==> config.mk <==
export PLATFORM = sky130hd
export DESIGN_NAME = dprr_top
export DESIGN_NICKNAME = d
export VERILOG_FILES = /design/src/dprr_pkg.sv /design/src/dprr_sync.sv /design/src/dprr_top.sv
export VERILOG_INCLUDE_DIRS = /design/src
export SDC_FILE = /design/constraint.sdc
export NUM_CORES = 1
export LEC_CHECK = 0
export CORE_ASPECT_RATIO = 1.75
export CORE_MARGIN = 3
export CORE_UTILIZATION = 35
export CTS_CLUSTER_DIAMETER = 200
export DETAILED_ROUTE_END_ITERATION = 8
export DONT_BUFFER_PORTS = 1
export GPL_ROUTABILITY_DRIVEN = 0
export HOLD_SLACK_MARGIN = 0.15
export SLEW_MARGIN = 20
export SYNTH_ARGS = -nofsm -noshare
export SYNTH_HDL_FRONTEND = slang
export SYNTH_HIERARCHICAL = 1
export SYNTH_SLANG_ARGS = --single-unit
==> constraint.sdc <==
create_clock -name aclk -period 5.79 [get_ports aclk]
set_input_delay 1.158 -clock aclk [delete_from_list [all_inputs] [get_ports aclk]]
set_output_delay 1.158 -clock aclk [all_outputs]
set_load 0.02 [all_outputs]
==> src/dprr_map.svh <==
// Offsets, fields and reset values of the port router
`ifndef DPRR_MAP_SVH
`define DPRR_MAP_SVH

// Register indices; byte address = 4 x index
`define DPRR_IDX_PORT_0_3      16'h0080
`define DPRR_IDX_PORT_4_7      16'h0090
`define DPRR_IDX_PORT_8_11     16'h00a0
`define DPRR_IDX_PORT_12_15    16'h00b0
`define DPRR_IDX_ROUTE_PB      16'h2450
`define DPRR_IDX_ROUTE_10_11   16'h2451
`define DPRR_IDX_ROUTE_8_9     16'h2452
`define DPRR_IDX_ROUTE_6_7     16'h2453
`define DPRR_IDX_ROUTE_4_5     16'h2454
`define DPRR_IDX_ROUTE_2_3     16'h2455

// Byte addresses of own config words
`define DPRR_ADDR_SEG_MAP      16'h0000
`define DPRR_ADDR_PIN_OPT      16'h0004

// Port register fields
`define DPRR_PORT_LVL_LSB      0
`define DPRR_PORT_DIR_LSB      4
// Route select register fields
`define DPRR_ROUTE_LO_LSB      0
`define DPRR_ROUTE_HI_LSB      4
// Option register fields
`define DPRR_OPT_PULSE_A_BIT   0
`define DPRR_OPT_PULSE_B_BIT   1
`define DPRR_OPT_EEPROM_LSB    2

// Reset values
`define DPRR_RST_DIR           16'h0000
`define DPRR_RST_LEVEL         16'hffff
`define DPRR_RST_SEG_MAP       16'h0000
`define DPRR_RST_ROUTE         3'h0

// Bus answers
`define DPRR_RESP_OKAY         2'h0
`define DPRR_RESP_DECERR       2'h3

`endif

==> src/dprr_pkg.sv <==
// Types of the port router
package dprr_pkg;

    // Resource selector codes 0 to 5
    typedef enum logic [2:0] {
        DPRR_RES_NONE,
        DPRR_RES_RESERVED,
        DPRR_RES_TIMER0,
        DPRR_RES_TIMER1,
        DPRR_RES_INT_A,
        DPRR_RES_INT_B
    } dprr_res_e;

    // Inputs to the internal resources
    typedef struct packed {
        logic timer0_input;
        logic timer1_input;
        logic ext_interrupt_a;
        logic ext_interrupt_b;
    } dprr_res_s;

    // Option overrides of shared segment pins
    typedef struct packed {
        logic [1:0] eeprom_pin_option;
        logic       pulse_out_b_select;
        logic       pulse_out_a_select;
    } dprr_opt_s;

endpackage : dprr_pkg

==> src/dprr_sync.sv <==
// Two-stage synchroniser for pin inputs
`timescale 1ns/1ns
module dprr_sync #(
    parameter int WIDTH = 11
) (
    input  wire logic             aclk,
    input  wire logic             aresetn,
    input  wire logic [WIDTH-1:0] async_in,
    output logic      [WIDTH-1:0] sync_out
);

    logic [WIDTH-1:0] stage1;

    // First stage feeds only the second stage
    always_ff @(posedge aclk)
    begin
        if (!aresetn)
        begin
            stage1   <= '0;
            sync_out <= '0;
        end
        else
        begin
            stage1   <= async_in;
            sync_out <= stage1;
        end
    end

endmodule : dprr_sync

==> src/dprr_top.sv <==
// Digital port with pin direction and resource routing
//
// The AXI4-Lite slave port is this design's own decision.
`timescale 1ns/1ns
`include "dprr_map.svh"

// How it works
// Selector codes: none, reserved, timers, interrupts
// Pins 2 to 11 each own selector
// Pins sharing a resource are ORed
// Sixteen direction bits, one means output
// Direction ignored on segment-assigned pins
// Pins above 15 not directed here
// Pulse and EEPROM options override shared pins not segment-assigned
// Segment pins read back as zero
// Level writes drive output pins
// Level writes skip input and segment pins
// Routed inputs pass two-stage synchroniser
module dprr_top
    import dprr_pkg::*;
#(
    parameter int NPIN   = 16,
    parameter int NROUTE = 11
) (
    input  wire logic            aclk,
    input  wire logic            aresetn,
    input  wire logic [15:0]     s_axi_awaddr,
    input  wire logic            s_axi_awvalid,
    output logic                 s_axi_awready,
    input  wire logic [31:0]     s_axi_wdata,
    input  wire logic [3:0]      s_axi_wstrb,
    input  wire logic            s_axi_wvalid,
    output logic                 s_axi_wready,
    output logic [1:0]           s_axi_bresp,
    output logic                 s_axi_bvalid,
    input  wire logic            s_axi_bready,
    input  wire logic [15:0]     s_axi_araddr,
    input  wire logic            s_axi_arvalid,
    output logic                 s_axi_arready,
    output logic [31:0]          s_axi_rdata,
    output logic [1:0]           s_axi_rresp,
    output logic                 s_axi_rvalid,
    input  wire logic            s_axi_rready,
    input  wire logic [NPIN-1:0] pin_in,
    output logic      [NPIN-1:0] pin_out,
    output logic      [NPIN-1:0] pin_oe,
    input  wire logic            pushbutton_in,
    input  wire logic            pulse_out_a,
    input  wire logic            pulse_out_b,
    input  wire logic            eeprom_do,
    input  wire logic            eeprom_oe,
    output dprr_res_s            resources
);

    ////////////////////////////////////////////////////////////////////////
    // Register byte addresses

    localparam logic [15:0] A_PORT0  = `DPRR_IDX_PORT_0_3 * 16'h4;
    localparam logic [15:0] A_PORT1  = `DPRR_IDX_PORT_4_7 * 16'h4;
    localparam logic [15:0] A_PORT2  = `DPRR_IDX_PORT_8_11 * 16'h4;
    localparam logic [15:0] A_PORT3  = `DPRR_IDX_PORT_12_15 * 16'h4;
    localparam logic [15:0] A_RT_PB  = `DPRR_IDX_ROUTE_PB * 16'h4;
    localparam logic [15:0] A_RT_10  = `DPRR_IDX_ROUTE_10_11 * 16'h4;
    localparam logic [15:0] A_RT_8   = `DPRR_IDX_ROUTE_8_9 * 16'h4;
    localparam logic [15:0] A_RT_6   = `DPRR_IDX_ROUTE_6_7 * 16'h4;
    localparam logic [15:0] A_RT_4   = `DPRR_IDX_ROUTE_4_5 * 16'h4;
    localparam logic [15:0] A_RT_2   = `DPRR_IDX_ROUTE_2_3 * 16'h4;

    ////////////////////////////////////////////////////////////////////////
    // State

    logic [NPIN-1:0] pin_direction;
    logic [NPIN-1:0] level_latch;
    logic [NPIN-1:0] seg_map;
    dprr_opt_s       pin_opt;
    // Index 0..9: pins 2..11; 10: pushbutton
    dprr_res_e       route_sel [NROUTE];

    logic            aw_held;
    logic [15:0]     aw_addr;
    logic            w_held;
    logic [31:0]     w_data;
    logic [3:0]      w_strb;

    logic            aw_hs;
    logic            w_hs;
    logic            ar_hs;
    logic            do_write;
    logic            wr_lane0;
    logic            next_aw_held;
    logic            next_w_held;
    logic            next_bvalid;
    logic            next_rvalid;

    logic [31:0]     read_word;
    logic            read_ok;
    logic            write_ok;

    logic [NROUTE-1:0] routed_raw;
    logic [NROUTE-1:0] routed_sync;
    dprr_res_s         next_resources;
    logic [NPIN-1:0]   next_pin_out;
    logic [NPIN-1:0]   next_pin_oe;
    logic [NPIN-1:0]   level_writable;

    ////////////////////////////////////////////////////////////////////////
    // AXI4-Lite handshakes

    assign aw_hs    = s_axi_awvalid && s_axi_awready;
    assign w_hs     = s_axi_wvalid && s_axi_wready;
    assign ar_hs    = s_axi_arvalid && s_axi_arready;
    // Address and data may arrive in either order
    assign do_write = aw_held && w_held && !s_axi_bvalid;
    assign wr_lane0 = do_write && w_strb[0];

    assign next_aw_held = (aw_held || aw_hs) && !do_write;
    assign next_w_held  = (w_held || w_hs) && !do_write;
    assign next_bvalid  = (s_axi_bvalid && !s_axi_bready) || do_write;
    assign next_rvalid  = (s_axi_rvalid && !s_axi_rready) || ar_hs;

    always_ff @(posedge aclk)
    begin
        if (!aresetn)
        begin
            aw_held       <= 1'b0;
            aw_addr       <= 16'h0000;
            s_axi_awready <= 1'b0;
        end
        else
        begin
            aw_held       <= next_aw_held;
            s_axi_awready <= !next_aw_held && !next_bvalid;
            if (aw_hs)
                aw_addr <= s_axi_awaddr;
        end
    end

    always_ff @(posedge aclk)
    begin
        if (!aresetn)
        begin
            w_held       <= 1'b0;
            w_data       <= 32'h0000_0000;
            w_strb       <= 4'h0;
            s_axi_wready <= 1'b0;
        end
        else
        begin
            w_held       <= next_w_held;
            s_axi_wready <= !next_w_held && !next_bvalid;
            if (w_hs)
            begin
                w_data <= s_axi_wdata;
                w_strb <= s_axi_wstrb;
            end
        end
    end

    always_ff @(posedge aclk)
    begin
        if (!aresetn)
        begin
            s_axi_bvalid <= 1'b0;
            s_axi_bresp  <= `DPRR_RESP_OKAY;
        end
        else
        begin
            s_axi_bvalid <= next_bvalid;
            if (do_write)
                s_axi_bresp <= write_ok ? `DPRR_RESP_OKAY
                                        : `DPRR_RESP_DECERR;
        end
    end

    // One read in flight; address decoded when taken
    always_ff @(posedge aclk)
    begin
        if (!aresetn)
        begin
            s_axi_rvalid  <= 1'b0;
            s_axi_arready <= 1'b0;
            s_axi_rdata   <= 32'h0000_0000;
            s_axi_rresp   <= `DPRR_RESP_OKAY;
        end
        else
        begin
            s_axi_rvalid  <= next_rvalid;
            s_axi_arready <= !next_rvalid;
            if (ar_hs)
            begin
                s_axi_rdata <= read_ok ? read_word : 32'h0000_0000;
                s_axi_rresp <= read_ok ? `DPRR_RESP_OKAY
                                       : `DPRR_RESP_DECERR;
            end
        end
    end

    ////////////////////////////////////////////////////////////////////////
    // Read decode

    always_comb
    begin
        read_word = 32'h0000_0000;
        read_ok   = 1'b1;
        unique case (s_axi_araddr)
            // Segment pins read zero
            A_PORT0: read_word[7:0] = {pin_direction[3:0],
                                       pin_in[3:0] & ~seg_map[3:0]};
            A_PORT1: read_word[7:0] = {pin_direction[7:4],
                                       pin_in[7:4] & ~seg_map[7:4]};
            A_PORT2: read_word[7:0] = {pin_direction[11:8],
                                       pin_in[11:8] & ~seg_map[11:8]};
            A_PORT3: read_word[7:0] = {pin_direction[15:12],
                                       pin_in[15:12] & ~seg_map[15:12]};
            A_RT_2:  read_word[7:0] = {1'b0, route_sel[1],
                                       1'b0, route_sel[0]};
            A_RT_4:  read_word[7:0] = {1'b0, route_sel[3],
                                       1'b0, route_sel[2]};
            A_RT_6:  read_word[7:0] = {1'b0, route_sel[5],
                                       1'b0, route_sel[4]};
            A_RT_8:  read_word[7:0] = {1'b0, route_sel[7],
                                       1'b0, route_sel[6]};
            A_RT_10: read_word[7:0] = {1'b0, route_sel[9],
                                       1'b0, route_sel[8]};
            A_RT_PB: read_word[7:0] = {5'h00, route_sel[10]};
            `DPRR_ADDR_SEG_MAP: read_word[15:0] = seg_map;
            `DPRR_ADDR_PIN_OPT: read_word[3:0]  = pin_opt;
            default: read_ok = 1'b0;
        endcase
    end

    always_comb
    begin
        unique case (aw_addr)
            A_PORT0, A_PORT1, A_PORT2, A_PORT3,
            A_RT_2, A_RT_4, A_RT_6, A_RT_8, A_RT_10, A_RT_PB,
            `DPRR_ADDR_SEG_MAP, `DPRR_ADDR_PIN_OPT: write_ok = 1'b1;
            default: write_ok = 1'b0;
        endcase
    end

    ////////////////////////////////////////////////////////////////////////
    // Direction and output level

    // Only output, non-segment pins take level writes
    assign level_writable = pin_direction & ~seg_map;

    // One direction bit per pin
    always_ff @(posedge aclk)
    begin
        if (!aresetn)
            pin_direction <= `DPRR_RST_DIR;
        else if (wr_lane0)
        begin
            unique case (aw_addr)
                A_PORT0: pin_direction[3:0]   <= w_data[7:4];
                A_PORT1: pin_direction[7:4]   <= w_data[7:4];
                A_PORT2: pin_direction[11:8]  <= w_data[7:4];
                A_PORT3: pin_direction[15:12] <= w_data[7:4];
                default: ;
            endcase
        end
    end

    // Latch new levels of output pins
    always_ff @(posedge aclk)
    begin
        if (!aresetn)
            level_latch <= `DPRR_RST_LEVEL;
        else if (wr_lane0)
        begin
            for (int g = 0; g < 4; g++)
            begin
                if (aw_addr == A_PORT0 + 16'(g * 64))
                begin
                    for (int j = 0; j < 4; j++)
                    begin
                        if (level_writable[g*4+j])
                            level_latch[g*4+j] <= w_data[j];
                    end
                end
            end
        end
    end

    ////////////////////////////////////////////////////////////////////////
    // Segment map and pin options

    always_ff @(posedge aclk)
    begin
        if (!aresetn)
            seg_map <= `DPRR_RST_SEG_MAP;
        else if (do_write && aw_addr == `DPRR_ADDR_SEG_MAP)
        begin
            if (w_strb[0])
                seg_map[7:0] <= w_data[7:0];
            if (w_strb[1])
                seg_map[15:8] <= w_data[15:8];
        end
    end

    always_ff @(posedge aclk)
    begin
        if (!aresetn)
            pin_opt <= '0;
        else if (wr_lane0 && aw_addr == `DPRR_ADDR_PIN_OPT)
            pin_opt <= w_data[3:0];
    end

    ////////////////////////////////////////////////////////////////////////
    // Route selectors

    // Separate 3-bit selector per pin
    always_ff @(posedge aclk)
    begin
        if (!aresetn)
        begin
            for (int k = 0; k < NROUTE; k++)
                route_sel[k] <= dprr_res_e'(`DPRR_RST_ROUTE);
        end
        else if (wr_lane0)
        begin
            unique case (aw_addr)
                A_RT_2:
                begin
                    route_sel[0] <= dprr_res_e'(w_data[2:0]);
                    route_sel[1] <= dprr_res_e'(w_data[6:4]);
                end
                A_RT_4:
                begin
                    route_sel[2] <= dprr_res_e'(w_data[2:0]);
                    route_sel[3] <= dprr_res_e'(w_data[6:4]);
                end
                A_RT_6:
                begin
                    route_sel[4] <= dprr_res_e'(w_data[2:0]);
                    route_sel[5] <= dprr_res_e'(w_data[6:4]);
                end
                A_RT_8:
                begin
                    route_sel[6] <= dprr_res_e'(w_data[2:0]);
                    route_sel[7] <= dprr_res_e'(w_data[6:4]);
                end
                A_RT_10:
                begin
                    route_sel[8] <= dprr_res_e'(w_data[2:0]);
                    route_sel[9] <= dprr_res_e'(w_data[6:4]);
                end
                A_RT_PB: route_sel[10] <= dprr_res_e'(w_data[2:0]);
                default: ;
            endcase
        end
    end

    ////////////////////////////////////////////////////////////////////////
    // Resource routing

    assign routed_raw = {pushbutton_in, pin_in[11:2]};

    // Synchronise before combining
    dprr_sync #(
        .WIDTH    (NROUTE)
    ) u_sync (
        .aclk     (aclk),
        .aresetn  (aresetn),
        .async_in (routed_raw),
        .sync_out (routed_sync)
    );

    // Codes 0, 1, 6 and 7 reach no resource
    always_comb
    begin
        next_resources = '0;
        for (int k = 0; k < NROUTE; k++)
        begin
            // Decode selector code
            // OR all pins on a resource
            unique case (route_sel[k])
                DPRR_RES_TIMER0:
                    next_resources.timer0_input |= routed_sync[k];
                DPRR_RES_TIMER1:
                    next_resources.timer1_input |= routed_sync[k];
                DPRR_RES_INT_A:
                    next_resources.ext_interrupt_a |= routed_sync[k];
                DPRR_RES_INT_B:
                    next_resources.ext_interrupt_b |= routed_sync[k];
                default: ;
            endcase
        end
    end

    always_ff @(posedge aclk)
    begin
        if (!aresetn)
            resources <= '0;
        else
            resources <= next_resources;
    end

    ////////////////////////////////////////////////////////////////////////
    // Pin drive
    // Only pins 0 to 15 are directed here

    always_comb
    begin
        // Segment pins never driven from here
        next_pin_oe  = pin_direction & ~seg_map;
        next_pin_out = level_latch;
        // Dedicated options take the shared pins unless segment-assigned
        if (pin_opt.pulse_out_a_select && !seg_map[0])
        begin
            next_pin_out[0] = pulse_out_a;
            next_pin_oe[0]  = 1'b1;
        end
        if (pin_opt.pulse_out_b_select && !seg_map[1])
        begin
            next_pin_out[1] = pulse_out_b;
            next_pin_oe[1]  = 1'b1;
        end
        if (pin_opt.eeprom_pin_option != 2'h0 && !seg_map[3])
        begin
            next_pin_out[3] = eeprom_do;
            next_pin_oe[3]  = eeprom_oe;
        end
    end

    // Registered so the pads see no decode glitches
    always_ff @(posedge aclk)
    begin
        if (!aresetn)
        begin
            pin_out <= `DPRR_RST_LEVEL;
            pin_oe  <= '0;
        end
        else
        begin
            pin_out <= next_pin_out;
            pin_oe  <= next_pin_oe;
        end
    end

endmodule : dprr_top

==> Word level (Yosys, flattened, before mapping) <==
Memory sizes are Yosys's and may differ from the RTL's.
Cells that the tools add are included.
{ "totals": {"ff_bits": 187, "latch_bits": 0, "ramBits": 33, "mem_bits_ro": 0, "output_inout_bits": 77, "wordCells": 327, "mem_count": 1} }
{ "mem_list": {"columns": ["memory", "words", "width", "read_ports", "rd_clocked_by_memory_dff", "write_ports", "line_no", "rtl"], "rows": [
  ["route_sel", 11, 3, 11, 0, 11, "dprr_top.sv:77", "dprr_res_e route_sel [NROUTE];"]
]} }
{ "classes": {"n_addsub": 0, "multipliers": 0, "div_mod_pow": 0, "order_cmp": 0, "eq_ne": 66, "shifts": 0, "muxes": 94, "bitwise": 61, "reduce_logical": 59} }
{ "op_table": {"columns": ["op", "count"], "rows": [
  ["16-bit == test, second input constant", 12],
  ["16-bit by 10-bit == test with 1-bit output, second input constant", 8],
  ["1-bit two-way mux", 77],
  ["3-bit by 2-bit == test with 1-bit output, second input constant", 22],
  ["3-bit == test, second input constant", 22],
  ["1-bit bitwise OR", 51],
  ["4-bit one-hot mux with 12 select lines", 1],
  ["3-bit AND reduction", 16],
  ["4-bit one-hot mux with 10 select lines", 1],
  ["3-bit two-way mux", 11],
  ["16-bit by 3-bit == test with 1-bit output, second input constant", 2],
  ["16-bit zero test", 2],
  ["12-bit OR reduction", 2],
  ["1-bit logical AND", 17],
  ["16-bit AND", 1],
  ["4-bit AND", 4],
  ["16-bit two-way mux", 1],
  ["16-bit NOT", 1],
  ["4-bit NOT", 4],
  ["2-bit AND reduction", 6],
  ["1-bit zero test", 11],
  ["8-bit two-way mux", 1],
  ["1-bit logical OR", 4],
  ["2-bit two-way mux", 2],
  ["2-bit nonzero test", 1]
]} }

==> Longest topological paths before layout <==
An unclocked memory read counts as a cell.
{ "logic_depth": {"word_depth": 23, "mapped_depth": 8} }

==> Modules after synthesis <==
Netlist, hierarchy kept.
{ "by_module_without_submodules": {"columns": ["mod", "instances", "cells_per_inst", "area_per_inst_um2", "seq_area_each_um2"], "rows": [
  ["dprr_top", 1, 867, 8177.8, 3933.8],
  ["dprr_sync", 1, 46, 620.6, 440.4]
]} }

==> Worst setup path after synthesis <==
No wires, ideal clock.
{ "synth_path": {"kind": "input-to-reg", "startpoint": "in s_axi_araddr[5]", "endpoint": "reg s_axi_rdata[3]", "setup_time_ps": 58, "t_arrival_ps": 2856, "setup_slack_ps": 2876, "cell_stages": 8, "cell_sequence": "clkbuf_1 > nor4_1 > and4_1 > clkbuf_1 > and3_1 > clkbuf_1 > and4b_1 > o221a_2"} }
{ "synth_between": {"elab_chain_cells": 4, "elab_cells_between_ends": 16, "cone_classes": "eq/ne: 11; mux: 3; reduce/logical: 2"} }
{ "synth_lines": {"columns": ["item", "line_no", "rtl"], "rows": [
  ["start, declared", "dprr_top.sv:37", "input wire logic [15:0] s_axi_araddr,"],
  ["16-bit == test (tied with other cells)", "dprr_top.sv:205", "unique case (s_axi_araddr)"],
  ["12-bit OR reduction (no line)", null, null],
  ["1-bit two-way mux", "dprr_top.sv:205", null],
  ["16-bit two-way mux *", "dprr_top.sv:191", "s_axi_rdata <= read_ok ? read_word : 32'h0000_0000;"],
  ["end signal, assigned", "dprr_top.sv:191", null],
  ["end, declared", "dprr_top.sv:40", "output logic [31:0] s_axi_rdata,"]
]} }
Mark *: on every way between the ends. The rest lies on a longest branch, timed or not.
A chain may end at the register's enable or synchronous reset.

==> flow_metrics.py <==
metrics = {
    "outcome": {
        "outcome": "complete, no violations",
    },
    "timing": {
        "rsz0062_at_grt": "false",
        "worst_slack_ns": 2.97,
        "max_freq_ghz": 0.354,
        "fin_hold_ws_ns": 0.431,
        "worst_slew_pin_slew_ns": 0.726,
        "finalClockSkew_ns": 0.0103,
        "fin_crit_ns": 2.82,
        "relSlewSlack": 0.516,
        "post-route-period-util": 0.488,
        "tns_ns": 0,
        "finalSetupViolCount": 0,
        "slew_viol_final": 0,
        "hold_violations": 0,
    },
    "cells_and_area": {
        "fin_cells": 1211,
        "final_common_cell": "dfxtp_1",
        "final_util": 0.389,
        "final_cell_mix": "dfxtp_1 (169), nand2_1 (116), nor2_1 (66)",
        "stdcell_area_um2": 9610,
        "nets": 981,
        "multiInputGateArea_um2": 4050,
        "regArea_um2": 4370,
        "layout-drive-gt1-share": 0.0891,
        "syn2layout_area_growth_pct": 9.20,
        "fill_cells": 2464,
    },
    "global_routing": {
        "grt_overflow": 0,
        "track_usage": 0.184,
        "grt_pass1_wl_mm": 38.8,
        "antenna_found_initial": 1,
        "grt_pass1_vias": 6424,
        "grt_max_degree": 160,
    },
    "critical_path": {
        "end_kind": "register",
        "cp_max_fo": 17,
        "start_kind": "register",
        "worstSetupPathType": "reg -> reg",
        "cp.required_ns": 5.97,
        "cp-endpoint": "route_sel[2][0]",
        "r2r_cells": 4,
        "rrSetupSlack_ns": 2.97,
        "crit_start": "aw_addr[2]",
        "crit_arrival_ns": 3.00,
        "regToRegStartpoint": "aw_addr[2]",
        "r2r_end": "route_sel[2][0]",
    },
    "placement": {
        "hpwl_mm": 19.3,
        "dpl_cell_area_um2": 8920,
        "port_buffers": 0,
        "placed_cells": 1175,
        "pre_cts_ws_ns": 2.84,
    },
    "pwr": {
        "peakVddDrop_v": 0.000148,
        "static-leakage-power_nw": 3.47,
        "fin_total_pwr_mw": 2.99,
        "powerDensity_nw_per_um2": 311,
    },
    "cts": {
        "cts_resized": 0,
        "cts_sinks": 202,
        "cts_tree": "done",
        "clockRootBuffer": "clkbuf_16",
        "cts_buffers": 20,
        "insertion_delay_ns": 0.51,
        "h-tree-depth": 1,
        "clock_path_buffers": 3,
        "cts_setup_buffers": 0,
        "cts.clk_slew.worst_paths_ns": 0.07,
        "ctsHoldBuffers": 0,
    },
    "logic_synthesis": {
        "synthCells": 913,
        "muxShareOfSynthArea": 0.0641,
        "yosysUniqueCellTypes": 65,
        "synth_top_family_by_area": "simple AND/OR/NAND/NOR gates",
        "ys_warn_count": 6,
        "synthAdderAreaFrac": 0,
        "synth_compound_area_frac": 0.119,
        "ys_seq_area_frac": 0.497,
        "synth.avg_cell_area_um2": 9.64,
        "ys_ff_latch": 202,
        "synth_async_sr_flop_share": 0,
        "synth_xor_area_frac": 0,
        "synth_edf_count": 33,
        "yosys.area_share.simple": 0.271,
        "netlist_area_um2": 8800,
        "ys.flop_type": "dfxtp_1",
    },
    "routing": {
        "drtIter0Drc": 522,
        "wl_per_cell_um": 21.2,
        "avgViaCountPerCell": 5.40,
        "ant_nets": 0,
        "drc": 0,
        "dr_total_vias": 6539,
        "wl_mm": 25.6,
        "first_pass_iters": 6,
    },
    "min_path": {
        "hp-class": "reg -> reg",
    },
    "die": {
        "num_rows": 76,
        "dieArea_um2": 27200,
        "core-area_um2": 24700,
        "start_util": 0.356,
        "io_pins": 173,
        "die_h_um": 216,
        "fp.dieW_um": 126,
    },
    "flow_run": {
        "drv_cap": 0,
    },
}
## registers in the layout (all words and copies together), names as in the netlist, 2 cells and up
name and flops:
route_sel 33, aw_addr 16, level_latch 16, pin_direction 16
pin_oe 16, pin_out 16, s_axi_rdata 16, seg_map 16
w_data 16, u_sync/stage1 11, u_sync/sync_out 11, pin_opt 4
resources 4, w_strb 2
## cell families after synthesis
| group | count (synthesis) |
|---|---|
| mux | 54 |
| buf+inv | 92 |
| compound gates | 145 |
| other cells | 1 |
| simple gates | 419 |
| flops | 202 |
## Yosys cell counts, types with 10 or more instances
cell,instances,share of area
dfxtp_1,169,0.38
nand2_1,116,0.049
nor2_1,66,0.028
a21boi_0,44,0.038
mux2i_1,44,0.050
clkbuf_1,43,0.018
nor2b_1,43,0.031
nand3_1,36,0.020
edfxtp_1,33,0.11
inv_1,25,0.011
o21ai_0,23,0.013
buf_4,18,0.015
a22oi_1,17,0.015
and2_1,16,0.011
and2_2,16,0.014
nand3b_1,14,0.012
nand4b_1,13,0.013
nand2b_1,12,0.0085
and3b_1,10,0.010
nor3_1,10,0.0057
## per-layer routing
| metal | vias to the layer above | share of wire | global-route usage |
|---|---|---|---|
| met5 | - | 0 | 0 |
| met4 | 0 | 0.062 | 0.113 |
| met1 | 3097 | 0.34 | 0.184 |
| met3 | 71 | 0.059 | 0.0376 |
| met2 | 220 | 0.54 | 0.344 |
| li1 | 3151 | - | - |
## how the worst min path moves through the flow
stage	from	end	cells after the start
global placement	level_latch[13]	pin_out[13]	2
finish	u_sync/stage1[7]	u_sync/sync_out[7]	1
global route	level_latch[11]	pin_out[11]	2
detailed placement	level_latch[11]	pin_out[11]	2
CTS	level_latch[11]	pin_out[11]	2
floorplan	level_latch[10]	pin_out[10]	2
## where the power goes
group          internal (mW)  switching, mW
clock network          0.783          0.570
registers               1.46         0.0420
logic                 0.0527         0.0809
total                   2.29          0.693
## area by class of cell
type,instances,share of cell area
flip-flops and latches,202,0.455
multi-input cells,634,0.421
well taps,312,0.0406
clock inverters,12,0.0135
diodes,1,0.000260
inverters,25,0.00977
clock buffers,23,0.0576
repair buffers,2,0.00156
## worst max-delay path: stages (launching register included)
cell     delay, ns
dfxtp_1       0.37
nor4_1        0.53
and3_1        0.72
nand3_1       0.45
nand2_1       0.40
(Power assumes the default switching activity.)
